[src/spt_timer_defs.vh]
/*
  Constants of the split timer pair: register offsets, field positions,
  reset values, mode codes and the default prescaler ratio.
  Assumes it is included by bare name and that nothing else defines these names.
*/
`ifndef SPT_TIMER_DEFS_VH
`define SPT_TIMER_DEFS_VH

// register offsets on the 4-bit address port
`define SPT_ADDR_W            4
`define SPT_OFF_CONTROL       4'h0
`define SPT_OFF_MODE          4'h1
`define SPT_OFF_CLKSEL        4'h2
`define SPT_OFF_T0_LOW        4'h3
`define SPT_OFF_T0_HIGH       4'h4
`define SPT_OFF_T1_LOW        4'h5
`define SPT_OFF_T1_HIGH       4'h6

// timer_control_reg fields
`define SPT_CTL_T1_FLAG       7
`define SPT_CTL_T1_RUN        6
`define SPT_CTL_T0_FLAG       5
`define SPT_CTL_T0_RUN        4

// timer_mode_reg fields
`define SPT_MOD_T1_GATE       7
`define SPT_MOD_T1_CSEL       6
`define SPT_MOD_T1_MODE_HI    5
`define SPT_MOD_T1_MODE_LO    4
`define SPT_MOD_T0_GATE       3
`define SPT_MOD_T0_CSEL       2
`define SPT_MOD_T0_MODE_HI    1
`define SPT_MOD_T0_MODE_LO    0

// clock select register fields
`define SPT_CKS_T0_LOW_PRE    0
`define SPT_CKS_T1_PRE        1
`define SPT_CKS_T0_HIGH_PRE   2
`define SPT_CKS_USED_W        3

// reset values
`define SPT_RST_CONTROL       8'h00
`define SPT_RST_MODE          8'h00
`define SPT_RST_CLKSEL        3'h0
`define SPT_RST_COUNT         8'h00

// mode codes
`define SPT_MODE_13BIT        2'h0
`define SPT_MODE_16BIT        2'h1
`define SPT_MODE_RELOAD       2'h2
`define SPT_MODE_SPLIT        2'h3

// wrap values
`define SPT_TOP_FULL          8'hFF
`define SPT_TOP_5BIT          8'h1F

// prescaled clock ratio in system clocks
`define SPT_PRESCALE_DIV      12

`endif

[src/spt_count_cell.v]
/*
  One 8-bit up-counter byte with a programmable wrap value, optional reload
  on wrap and a software load port.
  Assumes a single clock, a synchronous active-low reset and a clock enable.
*/
module spt_count_cell #(
  parameter WIDTH = 8
) (
  input  wire             clk,
  input  wire             rst_n,
  input  wire             ce,
  input  wire             inc,
  input  wire [WIDTH-1:0] top,
  input  wire             reload_en,
  input  wire [WIDTH-1:0] reload_val,
  input  wire             wr_en,
  input  wire [WIDTH-1:0] wr_data,
  output wire [WIDTH-1:0] count,
  output wire             carry
);

  reg [WIDTH-1:0] count_q;
  reg [WIDTH-1:0] count_d;

  // carry marks the wrap cycle so the flag sets on the same edge
  assign carry = inc & (count_q == top);
  assign count = count_q;

  always @* begin
    count_d = count_q;
    if (wr_en) begin
      count_d = wr_data;
    end else if (carry) begin
      count_d = reload_en ? reload_val : {WIDTH{1'b0}};
    end else if (inc) begin
      count_d = count_q + {{(WIDTH-1){1'b0}}, 1'b1};
    end
  end

  always @(posedge clk) begin
    if (!rst_n) begin
      count_q <= {WIDTH{1'b0}};
    end else if (ce) begin
      count_q <= count_d;
    end
  end

endmodule

[src/spt_timer_top.v]
/*
  Timer 0 / Timer 1 pair with the split mode of Timer 0, register port,
  external count inputs, gate inputs and the Timer 1 overflow pulse.
  Assumes one system clock, a register master that keeps strobes one cycle
  long and never both at once, and asynchronous external pins.
*/
`include "spt_timer_defs.vh"
module spt_timer_top #(
  parameter PRESCALE_DIV = `SPT_PRESCALE_DIV
) (
  input  wire       CLK_SYS,
  input  wire       RST_N,
  input  wire       CE,
  input  wire [3:0] ADDR,
  input  wire [7:0] WDATA,
  input  wire       WR,
  input  wire       RD,
  output wire [7:0] RDATA,
  input  wire       T0_PIN,
  input  wire       T1_PIN,
  input  wire       T0_GATE_SELECT_PIN,
  input  wire       GATE1_PIN,
  output wire       T0_IRQ,
  output wire       T1_IRQ,
  output wire       T1_OVF_PULSE
);

  // register state
  reg        t0_run_bit_q;
  reg        t1_run_bit_q;
  reg        t0_overflow_flag_q;
  reg        t0_overflow_flag_d;
  reg        t1_overflow_flag_q;
  reg        t1_overflow_flag_d;
  reg [7:0]  timer_mode_reg_q;
  reg [`SPT_CKS_USED_W-1:0] clksel_q;
  reg [7:0]  rdata_q;
  reg [7:0]  rdata_d;
  reg        t1_pulse_q;

  // pin synchronisers and edge history
  reg [1:0]  t0_pin_sync_q;
  reg [1:0]  t1_pin_sync_q;
  reg [1:0]  t0_gate_select_sync_q;
  reg [1:0]  gate1_sync_q;
  reg        t0_pin_last_q;
  reg        t1_pin_last_q;

  // prescaler
  localparam PRE_W = 8;
  reg [PRE_W-1:0] pre_cnt_q;
  wire            pre_tick;

  // decoded controls
  wire [1:0] t0_mode;
  wire [1:0] t1_mode;
  wire       t0_split;
  wire       t0_counter_select;
  wire       t0_gate_select;
  wire       t1_counter_select;
  wire       t1_gate_select;
  wire       t0_ext_fall;
  wire       t1_ext_fall;

  // count byte wiring
  wire [7:0] t0_low_count;
  wire [7:0] t0_high_count;
  wire [7:0] t1_low_count;
  wire [7:0] t1_high_count;
  wire       t0_low_carry;
  wire       t0_high_carry;
  wire       t1_low_carry;
  wire       t1_high_carry;

  reg        t0_tick;
  reg        t0_run;
  reg        t0_low_inc;
  reg        t0_high_inc;
  reg [7:0]  t0_low_top;
  reg        t0_low_reload;
  reg        t0_ovf;
  reg        t0h_split_ovf;
  reg        t1_tick;
  reg        t1_run;
  reg        t1_low_inc;
  reg        t1_high_inc;
  reg [7:0]  t1_low_top;
  reg        t1_low_reload;
  reg        t1_ovf;
  reg        t1_flag_set;

  wire       wr_control;
  wire       wr_mode;
  wire       wr_clksel;
  wire       wr_t0_low;
  wire       wr_t0_high;
  wire       wr_t1_low;
  wire       wr_t1_high;

  assign wr_control = WR & (ADDR == `SPT_OFF_CONTROL);
  assign wr_mode    = WR & (ADDR == `SPT_OFF_MODE);
  assign wr_clksel  = WR & (ADDR == `SPT_OFF_CLKSEL);
  assign wr_t0_low  = WR & (ADDR == `SPT_OFF_T0_LOW);
  assign wr_t0_high = WR & (ADDR == `SPT_OFF_T0_HIGH);
  assign wr_t1_low  = WR & (ADDR == `SPT_OFF_T1_LOW);
  assign wr_t1_high = WR & (ADDR == `SPT_OFF_T1_HIGH);

  assign t0_mode           = timer_mode_reg_q[`SPT_MOD_T0_MODE_HI:`SPT_MOD_T0_MODE_LO];
  assign t1_mode           = timer_mode_reg_q[`SPT_MOD_T1_MODE_HI:`SPT_MOD_T1_MODE_LO];
  assign t0_counter_select = timer_mode_reg_q[`SPT_MOD_T0_CSEL];
  assign t0_gate_select    = timer_mode_reg_q[`SPT_MOD_T0_GATE];
  assign t1_counter_select = timer_mode_reg_q[`SPT_MOD_T1_CSEL];
  assign t1_gate_select    = timer_mode_reg_q[`SPT_MOD_T1_GATE];
  assign t0_split          = (t0_mode == `SPT_MODE_SPLIT);

  // external inputs count on a falling edge seen after synchronising
  assign t0_ext_fall = t0_pin_last_q & ~t0_pin_sync_q[1];
  assign t1_ext_fall = t1_pin_last_q & ~t1_pin_sync_q[1];

  assign pre_tick = (pre_cnt_q == PRESCALE_DIV[PRE_W-1:0] - 8'h01);

  always @(posedge CLK_SYS) begin
    if (!RST_N) begin
      t0_pin_sync_q <= 2'h0;
      t1_pin_sync_q <= 2'h0;
      t0_gate_select_sync_q  <= 2'h0;
      gate1_sync_q  <= 2'h0;
      t0_pin_last_q <= 1'b0;
      t1_pin_last_q <= 1'b0;
      pre_cnt_q     <= 8'h00;
    end else if (CE) begin
      t0_pin_sync_q <= {t0_pin_sync_q[0], T0_PIN};
      t1_pin_sync_q <= {t1_pin_sync_q[0], T1_PIN};
      t0_gate_select_sync_q  <= {t0_gate_select_sync_q[0], T0_GATE_SELECT_PIN};
      gate1_sync_q  <= {gate1_sync_q[0], GATE1_PIN};
      t0_pin_last_q <= t0_pin_sync_q[1];
      t1_pin_last_q <= t1_pin_sync_q[1];
      pre_cnt_q     <= pre_tick ? 8'h00 : pre_cnt_q + 8'h01;
    end
  end

  // timer 0 control, including its split form
  always @* begin
    t0_tick = t0_counter_select ? t0_ext_fall :
              (clksel_q[`SPT_CKS_T0_LOW_PRE] ? pre_tick : 1'b1);
    t0_run  = t0_run_bit_q & (~t0_gate_select | t0_gate_select_sync_q[1]);
    t0_low_inc    = t0_run & t0_tick;
    t0_high_inc   = 1'b0;
    t0_low_top    = `SPT_TOP_FULL;
    t0_low_reload = 1'b0;
    t0_ovf        = 1'b0;
    t0h_split_ovf = 1'b0;
    case (t0_mode)
      `SPT_MODE_13BIT: begin
        t0_low_top  = `SPT_TOP_5BIT;
        t0_high_inc = t0_low_carry;
        t0_ovf      = t0_high_carry;
      end
      `SPT_MODE_16BIT: begin
        t0_high_inc = t0_low_carry;
        t0_ovf      = t0_high_carry;
      end
      `SPT_MODE_RELOAD: begin
        t0_low_reload = 1'b1;
        t0_ovf        = t0_low_carry;
      end
      `SPT_MODE_SPLIT: begin
        // two free-standing bytes; the high one is a timer owned by t1 run
        t0_ovf        = t0_low_carry;
        t0_high_inc   = t1_run_bit_q &
                        (clksel_q[`SPT_CKS_T0_HIGH_PRE] ? pre_tick : 1'b1);
        t0h_split_ovf = t0_high_carry;
      end
      default: begin
        t0_ovf = 1'b0;
      end
    endcase
  end

  // timer 1 control; split timer 0 takes over its run bit and flag
  always @* begin
    t1_tick = (t1_counter_select & ~t0_split) ? t1_ext_fall :
              (clksel_q[`SPT_CKS_T1_PRE] ? pre_tick : 1'b1);
    if (t1_mode == `SPT_MODE_SPLIT) begin
      t1_run = 1'b0;
    end else if (t0_split) begin
      t1_run = 1'b1;
    end else begin
      t1_run = t1_run_bit_q & (~t1_gate_select | gate1_sync_q[1]);
    end
    t1_low_inc    = t1_run & t1_tick;
    t1_high_inc   = 1'b0;
    t1_low_top    = `SPT_TOP_FULL;
    t1_low_reload = 1'b0;
    t1_ovf        = 1'b0;
    case (t1_mode)
      `SPT_MODE_13BIT: begin
        t1_low_top  = `SPT_TOP_5BIT;
        t1_high_inc = t1_low_carry;
        t1_ovf      = t1_high_carry;
      end
      `SPT_MODE_16BIT: begin
        t1_high_inc = t1_low_carry;
        t1_ovf      = t1_high_carry;
      end
      `SPT_MODE_RELOAD: begin
        t1_low_reload = 1'b1;
        t1_ovf        = t1_low_carry;
      end
      default: begin
        t1_ovf = 1'b0;
      end
    endcase
    t1_flag_set = t0_split ? t0h_split_ovf : t1_ovf;
  end

  spt_count_cell #(.WIDTH(8)) u_t0_low (
    .clk        (CLK_SYS),
    .rst_n      (RST_N),
    .ce         (CE),
    .inc        (t0_low_inc),
    .top        (t0_low_top),
    .reload_en  (t0_low_reload),
    .reload_val (t0_high_count),
    .wr_en      (wr_t0_low),
    .wr_data    (WDATA),
    .count      (t0_low_count),
    .carry      (t0_low_carry)
  );

  spt_count_cell #(.WIDTH(8)) u_t0_high (
    .clk        (CLK_SYS),
    .rst_n      (RST_N),
    .ce         (CE),
    .inc        (t0_high_inc),
    .top        (`SPT_TOP_FULL),
    .reload_en  (1'b0),
    .reload_val (`SPT_RST_COUNT),
    .wr_en      (wr_t0_high),
    .wr_data    (WDATA),
    .count      (t0_high_count),
    .carry      (t0_high_carry)
  );

  spt_count_cell #(.WIDTH(8)) u_t1_low (
    .clk        (CLK_SYS),
    .rst_n      (RST_N),
    .ce         (CE),
    .inc        (t1_low_inc),
    .top        (t1_low_top),
    .reload_en  (t1_low_reload),
    .reload_val (t1_high_count),
    .wr_en      (wr_t1_low),
    .wr_data    (WDATA),
    .count      (t1_low_count),
    .carry      (t1_low_carry)
  );

  spt_count_cell #(.WIDTH(8)) u_t1_high (
    .clk        (CLK_SYS),
    .rst_n      (RST_N),
    .ce         (CE),
    .inc        (t1_high_inc),
    .top        (`SPT_TOP_FULL),
    .reload_en  (1'b0),
    .reload_val (`SPT_RST_COUNT),
    .wr_en      (wr_t1_high),
    .wr_data    (WDATA),
    .count      (t1_high_count),
    .carry      (t1_high_carry)
  );

  // flags: a hardware set beats a software clear in the same cycle
  always @* begin
    t0_overflow_flag_d = t0_overflow_flag_q;
    t1_overflow_flag_d = t1_overflow_flag_q;
    if (wr_control) begin
      t0_overflow_flag_d = WDATA[`SPT_CTL_T0_FLAG];
      t1_overflow_flag_d = WDATA[`SPT_CTL_T1_FLAG];
    end
    if (t0_ovf) begin
      t0_overflow_flag_d = 1'b1;
    end
    if (t1_flag_set) begin
      t1_overflow_flag_d = 1'b1;
    end
  end

  always @(posedge CLK_SYS) begin
    if (!RST_N) begin
      t0_run_bit_q       <= 1'b0;
      t1_run_bit_q       <= 1'b0;
      t0_overflow_flag_q <= 1'b0;
      t1_overflow_flag_q <= 1'b0;
      timer_mode_reg_q   <= `SPT_RST_MODE;
      clksel_q           <= `SPT_RST_CLKSEL;
      t1_pulse_q         <= 1'b0;
    end else if (CE) begin
      t0_overflow_flag_q <= t0_overflow_flag_d;
      t1_overflow_flag_q <= t1_overflow_flag_d;
      // overflow pulse leaves whatever the flag does
      t1_pulse_q         <= t1_ovf;
      if (wr_control) begin
        t0_run_bit_q <= WDATA[`SPT_CTL_T0_RUN];
        t1_run_bit_q <= WDATA[`SPT_CTL_T1_RUN];
      end
      if (wr_mode) begin
        timer_mode_reg_q <= WDATA;
      end
      if (wr_clksel) begin
        clksel_q <= WDATA[`SPT_CKS_USED_W-1:0];
      end
    end
  end

  // read data stand in the cycle after the strobe
  always @* begin
    rdata_d = 8'h00;
    case (ADDR)
      `SPT_OFF_CONTROL: begin
        rdata_d = {t1_overflow_flag_q, t1_run_bit_q, t0_overflow_flag_q, t0_run_bit_q, 4'h0};
      end
      `SPT_OFF_MODE: begin
        rdata_d = timer_mode_reg_q;
      end
      `SPT_OFF_CLKSEL: begin
        rdata_d = {5'h00, clksel_q};
      end
      `SPT_OFF_T0_LOW: begin
        rdata_d = t0_low_count;
      end
      `SPT_OFF_T0_HIGH: begin
        rdata_d = t0_high_count;
      end
      `SPT_OFF_T1_LOW: begin
        rdata_d = t1_low_count;
      end
      `SPT_OFF_T1_HIGH: begin
        rdata_d = t1_high_count;
      end
      default: begin
        rdata_d = 8'h00;
      end
    endcase
  end

  always @(posedge CLK_SYS) begin
    if (!RST_N) begin
      rdata_q <= 8'h00;
    end else if (CE) begin
      rdata_q <= RD ? rdata_d : 8'h00;
    end
  end

  assign RDATA        = rdata_q;
  assign T0_IRQ       = t0_overflow_flag_q;
  assign T1_IRQ       = t1_overflow_flag_q;
  assign T1_OVF_PULSE = t1_pulse_q;

endmodule

[config.mk]
export PLATFORM = sky130hd
export DESIGN_NAME = spt_timer_top
export DESIGN_NICKNAME = d
export VERILOG_FILES = /design/src/spt_count_cell.v /design/src/spt_timer_top.v
export VERILOG_INCLUDE_DIRS = /design/src /design/src/src
export SDC_FILE = /design/constraint.sdc
export NUM_CORES = 1
export LEC_CHECK = 0
export ABC_AREA = 0
export BUFFER_PORTS_ARGS = -buffer_cell sky130_fd_sc_hd__buf_4
export CORE_MARGIN = 5
export CORE_UTILIZATION = 61
export CTS_CLUSTER_SIZE = 8
export DETAILED_ROUTE_END_ITERATION = 12
export PLACE_DENSITY_LB_ADDON = 0.15
export SYNTH_ARGS = -nofsm -noshare
export SYNTH_HDL_FRONTEND = slang
export SYNTH_SLANG_ARGS = --single-unit
[constraint.sdc]
create_clock -name CLK_SYS -period 3 [get_ports CLK_SYS]
set_input_delay 0.9 -clock CLK_SYS [delete_from_list [all_inputs] [get_ports CLK_SYS]]
set_output_delay 0.9 -clock CLK_SYS [all_outputs]
set_load 0.01 [all_outputs]
# After elaboration in Yosys (flattened, before gate mapping)
# Index checks and enable logic that the tools add are counted.
[classes]
add_sub_neg = 5
eq_ne = 17
mux = 37
bitwise_logic = 26
reduce_logical = 21
[ops]
columns = ["operator", "n"]
rows = [
  ["8-bit 2-to-1 mux", 18],
  ["8-bit case mux with 7 select lines", 1],
  ["8-bit by 1-bit adder with 8-bit output, second input constant", 5],
  ["1-bit AND", 19],
  ["2-bit AND reduction", 9],
  ["8-bit == test", 2],
  ["8-bit == test, second input constant", 2],
  ["1-bit 2-to-1 mux", 15],
  ["4-bit by 3-bit == test with 1-bit output, second input constant", 3],
  ["3-bit nonzero test", 4],
  ["2-bit == test, second input constant", 4],
  ["4-bit by 2-bit == test with 1-bit output, second input constant", 2],
  ["8-bit by 4-bit == test with 1-bit output, second input constant", 1],
  ["1-bit case mux with 2 select lines", 3],
  ["2-bit OR reduction", 3],
  ["1-bit inverter", 5],
  ["2-bit by 1-bit == test with 1-bit output, second input constant", 2],
  ["4-bit by 1-bit == test with 1-bit output, second input constant", 1],
  ["2-bit zero test", 2],
  ["4-bit zero test", 1],
  ["2-bit nonzero test", 2],
  ["1-bit OR", 2],
]
[totals]
register_bits = 74
in_bits = 21
output_inout_bits = 11

# Logic depth before layout (Yosys ltp)
# Gate-level depths: netlist of the first run.
[depth]
word_depth = 13
depth_mapped = 8
ltp_nobuf = 7

# Hierarchy
# From an unflattened synthesis of the first run, not the netlist that was laid out.
[hier_totals]
cells_unflattened = 594
hier_area_um2 = 5084.9
[modules_own_cells]
columns = ["module", "n_inst", "cells_each", "area_each_um2", "seq_area_each_um2"]
rows = [
  ["spt_count_cell", 4, 85, 686.9, 160.2],
  ["spt_timer_top", 1, 254, 2337.2, 840.8],
]

# Least setup slack after synthesis of the first run
# Ideal clock, no wire load.
[synth_timing]
kind = "input -> register"
from = "input ADDR[3]"
to = "register u_t1_low.count_q[1] (netlist: u_t1_low.count[1])"
arrival_time_ns = 2.314
t_required_ns = 2.883
setup_slack_ns = 0.569
path_stages = 6
path_buffers = 1
cell_sequence = "buf_2 -> nand3b_1 -> nor2_1 -> nand3b_1 -> a21oi_1 -> a32o_1"
[synth_via]
elab_chain_cells = 4
[synth_rtl]
columns = ["element", "line", "source"]
rows = [
  ["start, declared", "spt_timer_top.v:14", "input wire [3:0] ADDR,"],
  ["4-bit by 3-bit == test with 1-bit output *", "-", ""],
  ["1-bit AND *", "spt_timer_top.v:105", "assign wr_t1_low = WR & (ADDR == `SPT_OFF_T1_LOW);"],
  ["3-bit nonzero test (no line)", "-", ""],
  ["2-bit AND reduction (no line)", "-", ""],
  ["end signal, assigned", "spt_count_cell.v:42", "count_q <= {WIDTH{1'b0}};"],
  ["end signal, assigned", "spt_count_cell.v:44", "count_q <= count_d;"],
  ["end, declared", "spt_count_cell.v:22", "reg [WIDTH-1:0] count_q;"],
]
# Every way passes the cells marked *; elsewhere a longest branch is shown, timed or not.
# A chain may end at the register's enable or synchronous reset.

# Worst setup path after layout of the first run
[layout_timing]
from = "register pre_cnt_q[0]"
to = "register u_t1_low.count_q[5] (netlist: u_t1_low.count[5])"
[layout_via]
elab_chain_cells = 7
[layout_rtl]
columns = ["element", "line", "source"]
rows = [
  ["start, declared", "spt_timer_top.v:51", "reg [PRE_W-1:0] pre_cnt_q;"],
  ["start signal, assigned", "spt_timer_top.v:138", "pre_cnt_q <= pre_tick ? 8'h00 : pre_cnt_q + 8'h01;"],
  ["8-bit by 4-bit == test with 1-bit output *", "spt_timer_top.v:120", "assign pre_tick = (pre_cnt_q == PRESCALE_DIV[PRE_W-1:0] - 8'h01);"],
  ["1-bit 2-to-1 mux *", "spt_timer_top.v:183", "(clksel_q[`SPT_CKS_T1_PRE] ? pre_tick : 1'b1);"],
  ["1-bit 2-to-1 mux *", "spt_timer_top.v:182", "t1_tick = (t1_counter_select & ~t0_split) ? t1_ext_fall :"],
  ["1-bit AND *", "spt_timer_top.v:191", "t1_low_inc = t1_run & t1_tick;"],
  ["1-bit AND", "spt_count_cell.v:26", "assign carry = inc & (count_q == top);"],
  ["3-bit nonzero test (no line) or 8-bit 2-to-1 mux (tied branches)", "-", ""],
  ["2-bit AND reduction (no line) or 8-bit 2-to-1 mux (tied branches)", "-", ""],
]
# Marks and branches as above.

==> metrics.md, run 1 <==
| Metric | Value |
|---|---|
| Final WS setup | 0.481 ns |
| Layout cells sized above 1 | around an eighth |
| Ys flop type | dfxtp_1 |
| Area of the mapped netlist | 4440 um^2 |
| CTS tree | built |
| Antenna violations before repair | 0 |
| MaxCap Viol Count | 0 |
| Initial cell density of the core | 61.9% |
| Crit path buf inv count | 0 |
| Cells after synthesis | 552 |
| Placed Cells incl. Taps | approximately 660 |
| Reg2reg setup slack | 0.48 ns |
| Hold depth | 2 |
| Synth top area cells | dfxtp_1 33%, mux2i_1 7.2%, nor2_1 5.8% |
| Post-route clock period utilization | between 80% and 90% |
| Final number of max-transition violations | 0 |
| Worst Hold End | T1_OVF_PULSE$_SDFFE_PN0P_ |
| Leakage Power | ~0.0019 uW |
| Critical Path Source Type | register |
| IO buf count | 31 |
| Sequential share of the synthesized area | 33.4% |
| Final core utilization | 68.7% |
| Status | completed |
| Std-Cell Rows | 31 |
| TritonCTS Sinks | 74 |
| Yosys reg bits | 74 |
| Syn avg cell area | between 8 and 9 um^2 |
| Post-CTS Setup Inserts | 0 |
| Post-Route WL | 13,900 um |
| Detailed Route Iter0 Violations | 384 |
| CTS Hold Buffers Added | 0 |
| Yosys top cell by area | dfxtp_1 |
| R2r startpoint | pre_cnt_q[0]$_SDFFE_PN0P_ |
| RSZ-0062 raised after global routing | false |
| YS warnings | 0 |
| CP Data Required Time | 3.26 ns |
| Fin crit period | between 2 and 3 ns |
| Delay-heaviest family, CP | compound AO/OA/AOI/OAI gates |
| Worst hold path class | reg -> reg |
| Worst-skew pair later-pin latency | approximately 0.37 ns |
| Clock Skew | approximately 0.015 ns |
| Peak supply drop | 0.214 mV |
| Hold_sp | T1_OVF_PULSE$_SDFFE_PN0P_ |
| Total power draw | 1950 uW |
| Crit-path slowest cell | nor4b_2 |
| Worst-path fanout max | 7 |
| Largest net degree at the start of global routing | 27 |
| Die height | about 95 um |
| Biggest cell delay along the critical path | ~0.43 ns |
| Fill cell count | between 600 and 700 |
| Pwr Density | about 400 nW/um^2 |
| CP Class | reg -> reg |
| CP endpoint kind | register |
| Count of unique library cells instantiated by Yosys | between 70 and 80 |
| Num CTS Buffers | 9 |
| Clock slew at reported path FFs | 0.09 ns |
| Core area | approximately 7200 um^2 |
| Vias in the first global route | approximately 4k |
| Routed vias | around 4.5k |
| Total gr overflow | 0 |
| Drt pass-1 iters | 6 |
| Resized cells post-CTS | 0 |
| Final setup fails | 0 |
| ANT nets after route | 0 |
| Number of flops mapped to enable cells by yosys | 0 |
| H-tree levels | 3 |
| Total track usage | 31.8% |
| Antenna cells | 0 |
| Gpl congestion | just over 1 |
| FMAX | 0.397 GHz |
| Post-DP HPWL | a little under 10,000 um |
| Final Net Count | approximately 600 |
| Worst-Margin Slew | a little over 0.8 ns |
| DRC | 0 |
| Die Area | ~9000 um^2 |
| Post-Layout Cell Count | 677 |
| Die width | roughly 95 um |
| R2r endpoint | u_t1_low.count[5]$_SDFFE_PN0P_ |
| Worst R2R Path Depth | 7 |
| CP Cell Sequence | ha_1 > nor4b_2 > a221o_1 > o2111a_1 > nand2_1 > a221o_1 > a22o_1 |
| Fraction of registers with async set or reset after synthesis | 0% |
| Critical Path Most Common Cell | a221o_1 |
| Clock root cell | clkbuf_8 |
| First-pass GRT wire length | about 22,000 um |
| # IOs | 32 |
| Setup TNS Final | 0 ns |
| Syn-to-layout area delta | 11.0% |
| CP Data Arrival Time | about 2.8 ns |
| Net Count, Synth | around 580 |
| Worst slack, placed | around 0.34 ns |
| Slew HR | 46.2% |
| Max clock buf depth | 2 |
| Vias per inst | between 6 and 7 |
| Post-synth top area share | roughly a third |
| WL/cell | roughly 21 um |
| Hold Fails Final Rpt | 0 |
[sequential cells by signal, summed over array words and instances, names as in the netlist, 2 cells and up]
signal / count
t0_gate_select_sync_q: 2
u_t1_low.count: 8
u_t0_low.count: 8
gate1_sync_q: 2
pre_cnt_q: 8
timer_mode_reg_q: 8
clksel_q: 3
t1_pin_sync_q: 2
RDATA: 8
t0_pin_sync_q: 2
u_t0_high.count: 8
u_t1_high.count: 8
[cells in the mapped netlist (4+ instances only)]
cell type / count
a22o_1: 7
dfxtp_1: 74
buf_2: 7
inv_1: 13
nor3_1: 6
clkbuf_1: 15
o21ai_1: 10
nor2_1: 69
nand4_1: 8
mux2i_1: 32
or3_1: 6
xor2_1: 10
a221o_1: 4
o21ai_0: 16
and2_1: 6
nand3_1: 19
nand2_1: 66
buf_1: 8
nand2b_1: 8
o221ai_1: 5
o211ai_1: 4
nor2b_1: 8
ha_1: 5
a31oi_1: 17
and3_1: 4
xnor2_1: 8
a211oi_1: 7
o2111ai_1: 4
a211o_1: 6
a311oi_1: 4
a22oi_1: 9
a21oi_1: 31
[worst max path at each step]
stage | from | end | slack (ns) | depth (start not counted)
after floorplan | ADDR[3] | u_t1_low.count[1]$_SDFFE_PN0P_ | 0.57 | 6
after global placement | ADDR[2] | u_t0_low.count[3]$_SDFFE_PN0P_ | 0.40 | 7
after detailed placement | ADDR[2] | u_t0_low.count[1]$_SDFFE_PN0P_ | 0.34 | 7
after CTS | pre_cnt_q[0]$_SDFFE_PN0P_ | u_t1_low.count[5]$_SDFFE_PN0P_ | 0.51 | 7
after global routing | pre_cnt_q[0]$_SDFFE_PN0P_ | u_t0_low.count[7]$_SDFFE_PN0P_ | 0.36 | 8
final | pre_cnt_q[0]$_SDFFE_PN0P_ | u_t1_low.count[5]$_SDFFE_PN0P_ | 0.48 | 7
[placed cells by master (no fill, tap or decap), types with 3 or more instances in the layout]
| cell | instances |
|---|---|
| a211o_1 | 6 |
| a22oi_1 | 9 |
| a211oi_1 | 7 |
| dfxtp_1 | 74 |
| a311oi_1 | 4 |
| o21ai_0 | 16 |
| xor2_1 | 10 |
| inv_6 | 4 |
| o21ai_1 | 10 |
| buf_4 | 41 |
| nor2_1 | 69 |
| and2_1 | 6 |
| nand2b_1 | 8 |
| or3_1 | 6 |
| a31oi_1 | 17 |
| ha_1 | 5 |
| o211ai_1 | 4 |
| a22o_1 | 7 |
| nand2_1 | 66 |
| nand4_1 | 8 |
| mux2i_1 | 32 |
| clkbuf_8 | 9 |
| a21oi_1 | 31 |
| nor2b_1 | 8 |
| o221ai_1 | 5 |
| o2111ai_1 | 4 |
| and3_1 | 4 |
| o31ai_2 | 3 |
| nand3_1 | 19 |
| a221o_1 | 4 |
| nand3b_1 | 3 |
| inv_1 | 13 |
| nor3_1 | 6 |
| xnor2_1 | 8 |
[layout make-up]
| class | count | area, um^2 | area share, % |
|---|---|---|---|
| Clock buffer | 9 | 124 | 2.51 |
| Clock inverter | 7 | 65.1 | 1.32 |
| Inverter | 14 | 52.6 | 1.07 |
| Multi-Input combinational cell | 433 | 2780 | 56.3 |
| Sequential cell | 74 | 1480 | 30.1 |
| Tap cell | 99 | 124 | 2.51 |
| Timing Repair Buffer | 41 | 308 | 6.24 |
[per-layer routing]
layer  global-route usage, %  vias up  part of all wire, %
met2                    51.0      249                   46
met4                    17.1        0                  4.8
met3                    4.50       50                  9.0
li1                        -     2078                    -
met5                       0        -                    0
met1                    41.0     2075                   40
[report_power, final]
group | total (uW) | leakage, uW | switching [uW] | internal, uW
registers | 1010 | 0.000598 | 13.6 | 994
logic | 165 | 0.00120 | 109 | 56.1
clock network | 777 | 0.0000951 | 454 | 324
[per-stage QoR]
step	hold WS, ns	cell area, um^2
CTS	0.485	4930
global route	0.520	4930
global placement	0.459	4740
detailed placement	0.468	4740
floorplan	0.452	4440
finish	0.484	4930
[worst min-delay path, stage by stage (launching register included)]
cell and delay, ns:
dfxtp_1 0.33, nand2_1 0.06, a21oi_1 0.06
[cells by family after synthesis]
logic type                 after synthesis  synth area share, %
and+or+nand+nor                        221                 24.8
AOI/OAI and AO/OA                      154                 24.7
DFF                                     74                 33.4
buffers and inverters                   45                 4.17
muxes                                   35                 7.97
xor gates and xnor gates                18                 3.55
adders and majority gates                5                 1.41
Note: power is estimated with default switching activity, not from simulation.
==> inputs of run 2 (changes only) <==
clock period = 2.6 ns   (was 3 ns; I/O delays follow)
==> run 2 against run 1 <==
Net effect:
- power is 18% higher
- die area stayed put
- cell count is 1.0% higher
==> metrics.md, run 2 (synthesized netlist as in run 1, its figures left out) <==
| Metric | Value |
|---|---|
| Status | completed |
| DRC | 0 |
| Worst-path fanout max | 8 |
| Commonest non-fill, non-tap cell in the layout | dfxtp_1 |
| Clock slew at reported path FFs | roughly 0.09 ns |
| Largest net degree at the start of global routing | 32 |
| Post-Route WL | 13,800 um |
| FMAX | between 0.4 and 0.5 GHz |
| Fill cell count | 615 |
| IO buf count | 31 |
| CP Class | reg -> reg |
| Antenna violations before repair | 0 |
| Post-CTS Setup Inserts | 0 |
| Worst-skew pair later-pin latency | about 0.35 ns |
| Syn-to-layout area delta | 13.0% |
| # IOs | 32 |
| Core area | roughly 7200 um^2 |
| Leading cell types in the layout, fill and taps excluded | 74 x dfxtp_1, 69 x nor2_1, 66 x nand2_1 |
| Hold depth | 2 |
| Gpl congestion | slightly below 1 |
| Post-Layout Cell Count | 684 |
| Drt pass-1 iters | 6 |
| Routed vias | ~4.5k |
| WL/cell | 20.2 um |
| Clock share of power | between 40% and 50% |
| Resized cells post-CTS | 0 |
| Pwr Density | 461 nW/um^2 |
| CP Data Required Time | around 2.8 ns |
| Worst hold path class | reg -> reg |
| Worst R2R Path Depth | 8 |
| Hold Fails Final Rpt | 0 |
| Sw Pwr | between 600 and 700 uW |
| Die height | approximately 95 um |
| Final WS setup | 0.136 ns |
| Sw Ratio | between 20% and 30% |
| H-tree levels | 3 |
| MaxCap Viol Count | 0 |
| Total track usage | 31.4% |
| Detailed Route Iter0 Violations | around 500 |
| Placed Cells incl. Taps | approximately 670 |
| Final setup fails | 0 |
| ANT nets after route | 0 |
| Worst slack, placed | 0.138 ns |
| Clock Skew | about 0.011 ns |
| Die width | between 90 and 100 um |
| TritonCTS Sinks | 74 |
| Leakage Power | between 0.0015 and 0.002 uW |
| Initial cell density of the core | between 60% and 70% |
| Die Area | between 9000 and 10,000 um^2 |
| Num CTS Buffers | 9 |
| Setup TNS Final | 0 ns |
| Layout cells sized above 1 | 14.5% |
| Post-DP HPWL | 9810 um |
| Final number of max-transition violations | 0 |
| Total gr overflow | 0 |
| P_int | 1690 uW |
| Sequential power share | 50.3% |
| Comb pwr share | around 8.4% |
| Vias per inst | between 6 and 7 |
| Antenna cells | 0 |
| CTS Hold Buffers Added | 0 |
| Fin crit period | 2.46 ns |
| Std-Cell Rows | 31 |
| Post-route clock period utilization | 94.8% |
| Max clock buf depth | 2 |
| RSZ-0062 raised after global routing | false |
| Final Net Count | roughly 610 |
| Slew HR | 42.0% |
| CP endpoint kind | register |
| Vias in the first global route | about 4.2k |
| CTS tree | built |
| Critical Path Source Type | register |
| First-pass GRT wire length | around 22,000 um |
| Worst-Margin Slew | approximately 0.87 ns |
| Peak supply drop | around 0.25 mV |
| CP Data Arrival Time | 2.69 ns |
| Clock root cell | clkbuf_8 |
| Reg2reg setup slack | about 0.14 ns |
## run 2: metal layers
metal  routed length [um]  vias to the layer above  share of wire, %  global-route usage, %
li1                     -                     2088                 -                      -
met1                 5600                     2122                40                   39.6
met2                 6600                      224                48                   51.9
met3                 1260                       32               9.1                   5.45
met4                  391                        0               2.8                   14.5
met5                    0                        -                 0                      0
## run 2: worst paths after layout
path | start | endpoint
worst max register to register | pre_cnt_q[0]$_SDFFE_PN0P_ | u_t0_high.count[7]$_SDFFE_PN0P_
worst min-delay path | T1_OVF_PULSE$_SDFFE_PN0P_ | T1_OVF_PULSE$_SDFFE_PN0P_
worst max-delay path | pre_cnt_q[0]$_SDFFE_PN0P_ | u_t0_high.count[7]$_SDFFE_PN0P_
worst min register to register | T1_OVF_PULSE$_SDFFE_PN0P_ | T1_OVF_PULSE$_SDFFE_PN0P_
## run 2: power by group through the flow
stage	logic [uW]	clock network [uW]	registers [uW]
global placement	186	0	1190
detailed placement	189	0	1190
CTS	190	962	1160
floorplan	109	0	1180
finish	193	956	1160
global route	207	1020	1160
## run 2: layout make-up
cell class	count	area [um^2]	area share, %
multi-input combinational	433	2780	55.3
sequential	74	1480	29.5
timing repair buffer	48	373	7.43
clock buffer	10	138	2.74
tap	99	124	2.47
clock inverter	6	72.6	1.45
inverter	14	52.6	1.05
## run 2: stage by stage
stage               area (um^2)  total power (uW)  util (%)  hold WS, ns
detailed placement         4810              1380      67.0        0.478
floorplan                  4440              1290         -        0.452
CTS                        5020              2310      69.9        0.495
global route               5020              2390      69.9        0.510
finish                     5020              2310      69.9        0.487
global placement           4810              1370      67.0        0.459
## run 2: critical path: stages, from the launching register on
cell	delay (ns)
dfxtp_1	0.39
ha_1	0.20
nor4b_2	0.36
a21oi_1	0.30
nor4b_4	0.39
o31ai_2	0.12
buf_4	0.20
a221oi_1	0.29
nor3_1	0.09
==> inputs of run 3 (changes only) <==
PLACE_DENSITY = 0.81   (was unset)
PLACE_DENSITY_LB_ADDON = unset   (was 0.15)
==> run 3 against run 2 <==
Net effect:
- register-to-register slack improved by 0.13 ns
- power is 3.0% higher
- sequential power hardly changed
- non-clock buffer count decreased by 2
- highest routed layer unchanged
- hold slack got worse by 0.0062 ns
- fmax increased by 5.8%
- worst setup slack improved by 0.13 ns
- critical endpoint is now u_t0_high.count[5]$_SDFFE_PN0P_
- combinational power about the same
==> metrics.md, run 3 (synthesized netlist as in run 1, its figures left out) <==
| Metric | Value |
|---|---|
| Slew HR | a little under half |
| Largest net degree at the start of global routing | 28 |
| Drt pass-1 iters | 5 |
| Worst R2R Path Depth | 8 |
| CP Class | reg -> reg |
| Detailed Route Iter0 Violations | 424 |
| Critical Path Source Type | register |
| Gpl congestion | 0.976 |
| Reg2reg setup slack | ~0.27 ns |
| CTS Hold Buffers Added | 0 |
| Initial cell density of the core | roughly three fifths |
| CP Data Arrival Time | 2.58 ns |
| Vias per inst | between 6 and 7 |
| Antenna cells | 0 |
| Max clock buf depth | 2 |
| Routed vias | about 4.5k |
| # IOs | 32 |
| GR Util met1 | a little over two fifths |
| Pwr Density | 474 nW/um^2 |
| DRC | 0 |
| Clock Skew | around 0.013 ns |
| Total track usage | approximately a third |
| Placed Area | between 4000 and 5000 um^2 |
| Final Net Count | between 600 and 700 |
| Worst-path fanout max | 14 |
| Post-DP HPWL | around 9700 um |
| Core area | a little over 7000 um^2 |
| Syn-to-layout area delta | 13.1% |
| Met3 global-route usage | 5.68% |
| IO buf count | 31 |
| Grt met2 use | between 40% and 50% |
| RSZ-0062 raised after global routing | false |
| CP endpoint kind | register |
| Std-Cell Rows | 31 |
| Worst hold path class | reg -> reg |
| ANT nets after route | 0 |
| H-tree levels | 3 |
| Worst-Margin Slew | about 0.8 ns |
| Hold Fails Final Rpt | 0 |
| Setup TNS Final | 0 ns |
| MaxCap Viol Count | 0 |
| Final number of max-transition violations | 0 |
| Fin crit period | ~2.3 ns |
| CTS tree | built |
| Post-route clock period utilization | about nine tenths |
| Die height | about 95 um |
| Clock root cell | clkbuf_8 |
| Antenna violations before repair | 0 |
| Hold depth | 2 |
| Leakage Power | approximately 0.0019 uW |
| Post-Route WL | between 10,000 and 15,000 um |
| Die Area | around 9000 um^2 |
| Num CTS Buffers | 9 |
| Layout cells sized above 1 | between 10 and 15% |
| Peak supply drop | roughly 0.4 mV |
| Placed Cells incl. Taps | between 600 and 700 |
| Post-CTS Setup Inserts | 0 |
| Worst-skew pair later-pin latency | ~0.36 ns |
| GR peak layer | met2 |
| Commonest non-fill, non-tap cell in the layout | dfxtp_1 |
| Clock slew at reported path FFs | 0.08 ns |
| WL/cell | 20.3 um |
| Vias in the first global route | ~4.1k |
| Leading cell types in the layout, fill and taps excluded | 74 x dfxtp_1, 69 x nor2_1, 66 x nand2_1 |
| FMAX | about 0.43 GHz |
| First-pass GRT wire length | 22,200 um |
| Die width | between 90 and 100 um |
| Total gr overflow | 0 |
| Status | completed |
| CP Data Required Time | about 2.9 ns |
| Post-Layout Cell Count | 682 |
| Final setup fails | 0 |
| Fin area | roughly 5000 um^2 |
| TritonCTS Sinks | 74 |
## run 3: cell types whose count changed in the layout (fill, tap and decap cells not counted), sizes merged
cell,delta
buf,-2
bufinv,+1
clkinv,+1
clkinvlp,-1
inv,-1
## run 3: metrics by stage
step	setup WS (ns)	util, %	power (uW)	hold WS (ns)
finish	0.270	70.0	2380	0.480
global route	0.0899	70.0	2450	0.511
CTS	0.181	69.9	2380	0.480
detailed placement	0.157	66.8	1380	0.467
global placement	0.235	66.8	1370	0.456
floorplan	0.289	-	1290	0.452
## run 3: layout make-up
| type | instances | area [um^2] |
|---|---|---|
| inverters | 14 | 52.6 |
| clock inverters | 6 | 87.6 |
| well taps | 99 | 124 |
| repair buffers | 46 | 358 |
| flip-flops and latches | 74 | 1480 |
| multi-input cells | 433 | 2780 |
| fillers | 609 | 2150 |
| clock buffers | 10 | 138 |
## run 3: report_power, final
group	leakage (uW)	internal, uW	switching, uW	total, uW
Clock	0.000117	568	455	1020
Sequential	0.000598	1150	15.2	1160
Combinational	0.00123	67.9	127	195
Total	0.00194	1780	597	2380
## run 3: final timing paths
path | end | start
setup / recovery | u_t0_high.count[5]$_SDFFE_PN0P_ | pre_cnt_q[0]$_SDFFE_PN0P_
hold / removal | T1_OVF_PULSE$_SDFFE_PN0P_ | T1_OVF_PULSE$_SDFFE_PN0P_
setup reg to reg | u_t0_high.count[5]$_SDFFE_PN0P_ | pre_cnt_q[0]$_SDFFE_PN0P_
hold reg to reg | T1_OVF_PULSE$_SDFFE_PN0P_ | T1_OVF_PULSE$_SDFFE_PN0P_
## run 3: worst max-delay path, stage by stage, from the launching register on
cell      delay [ns]
dfxtp_1         0.39
ha_1            0.21
nor4b_4         0.28
a21oi_1         0.25
nor4b_4         0.39
o31ai_2         0.09
buf_4           0.21
a221o_1         0.28
o2111a_1        0.12
## run 3: per-layer routing
layer | wire length [um] | share of wire (%)
met4 | 536 | 3.9
met1 | 5560 | 40
met2 | 6370 | 46
met5 | 0 | 0
met3 | 1370 | 9.9
## run 3: what timing repair did
action,in CTS,in global routing
endpoints found under the setup margin,0,1
gates resized for setup,0,1
endpoints found under the hold margin,0,0
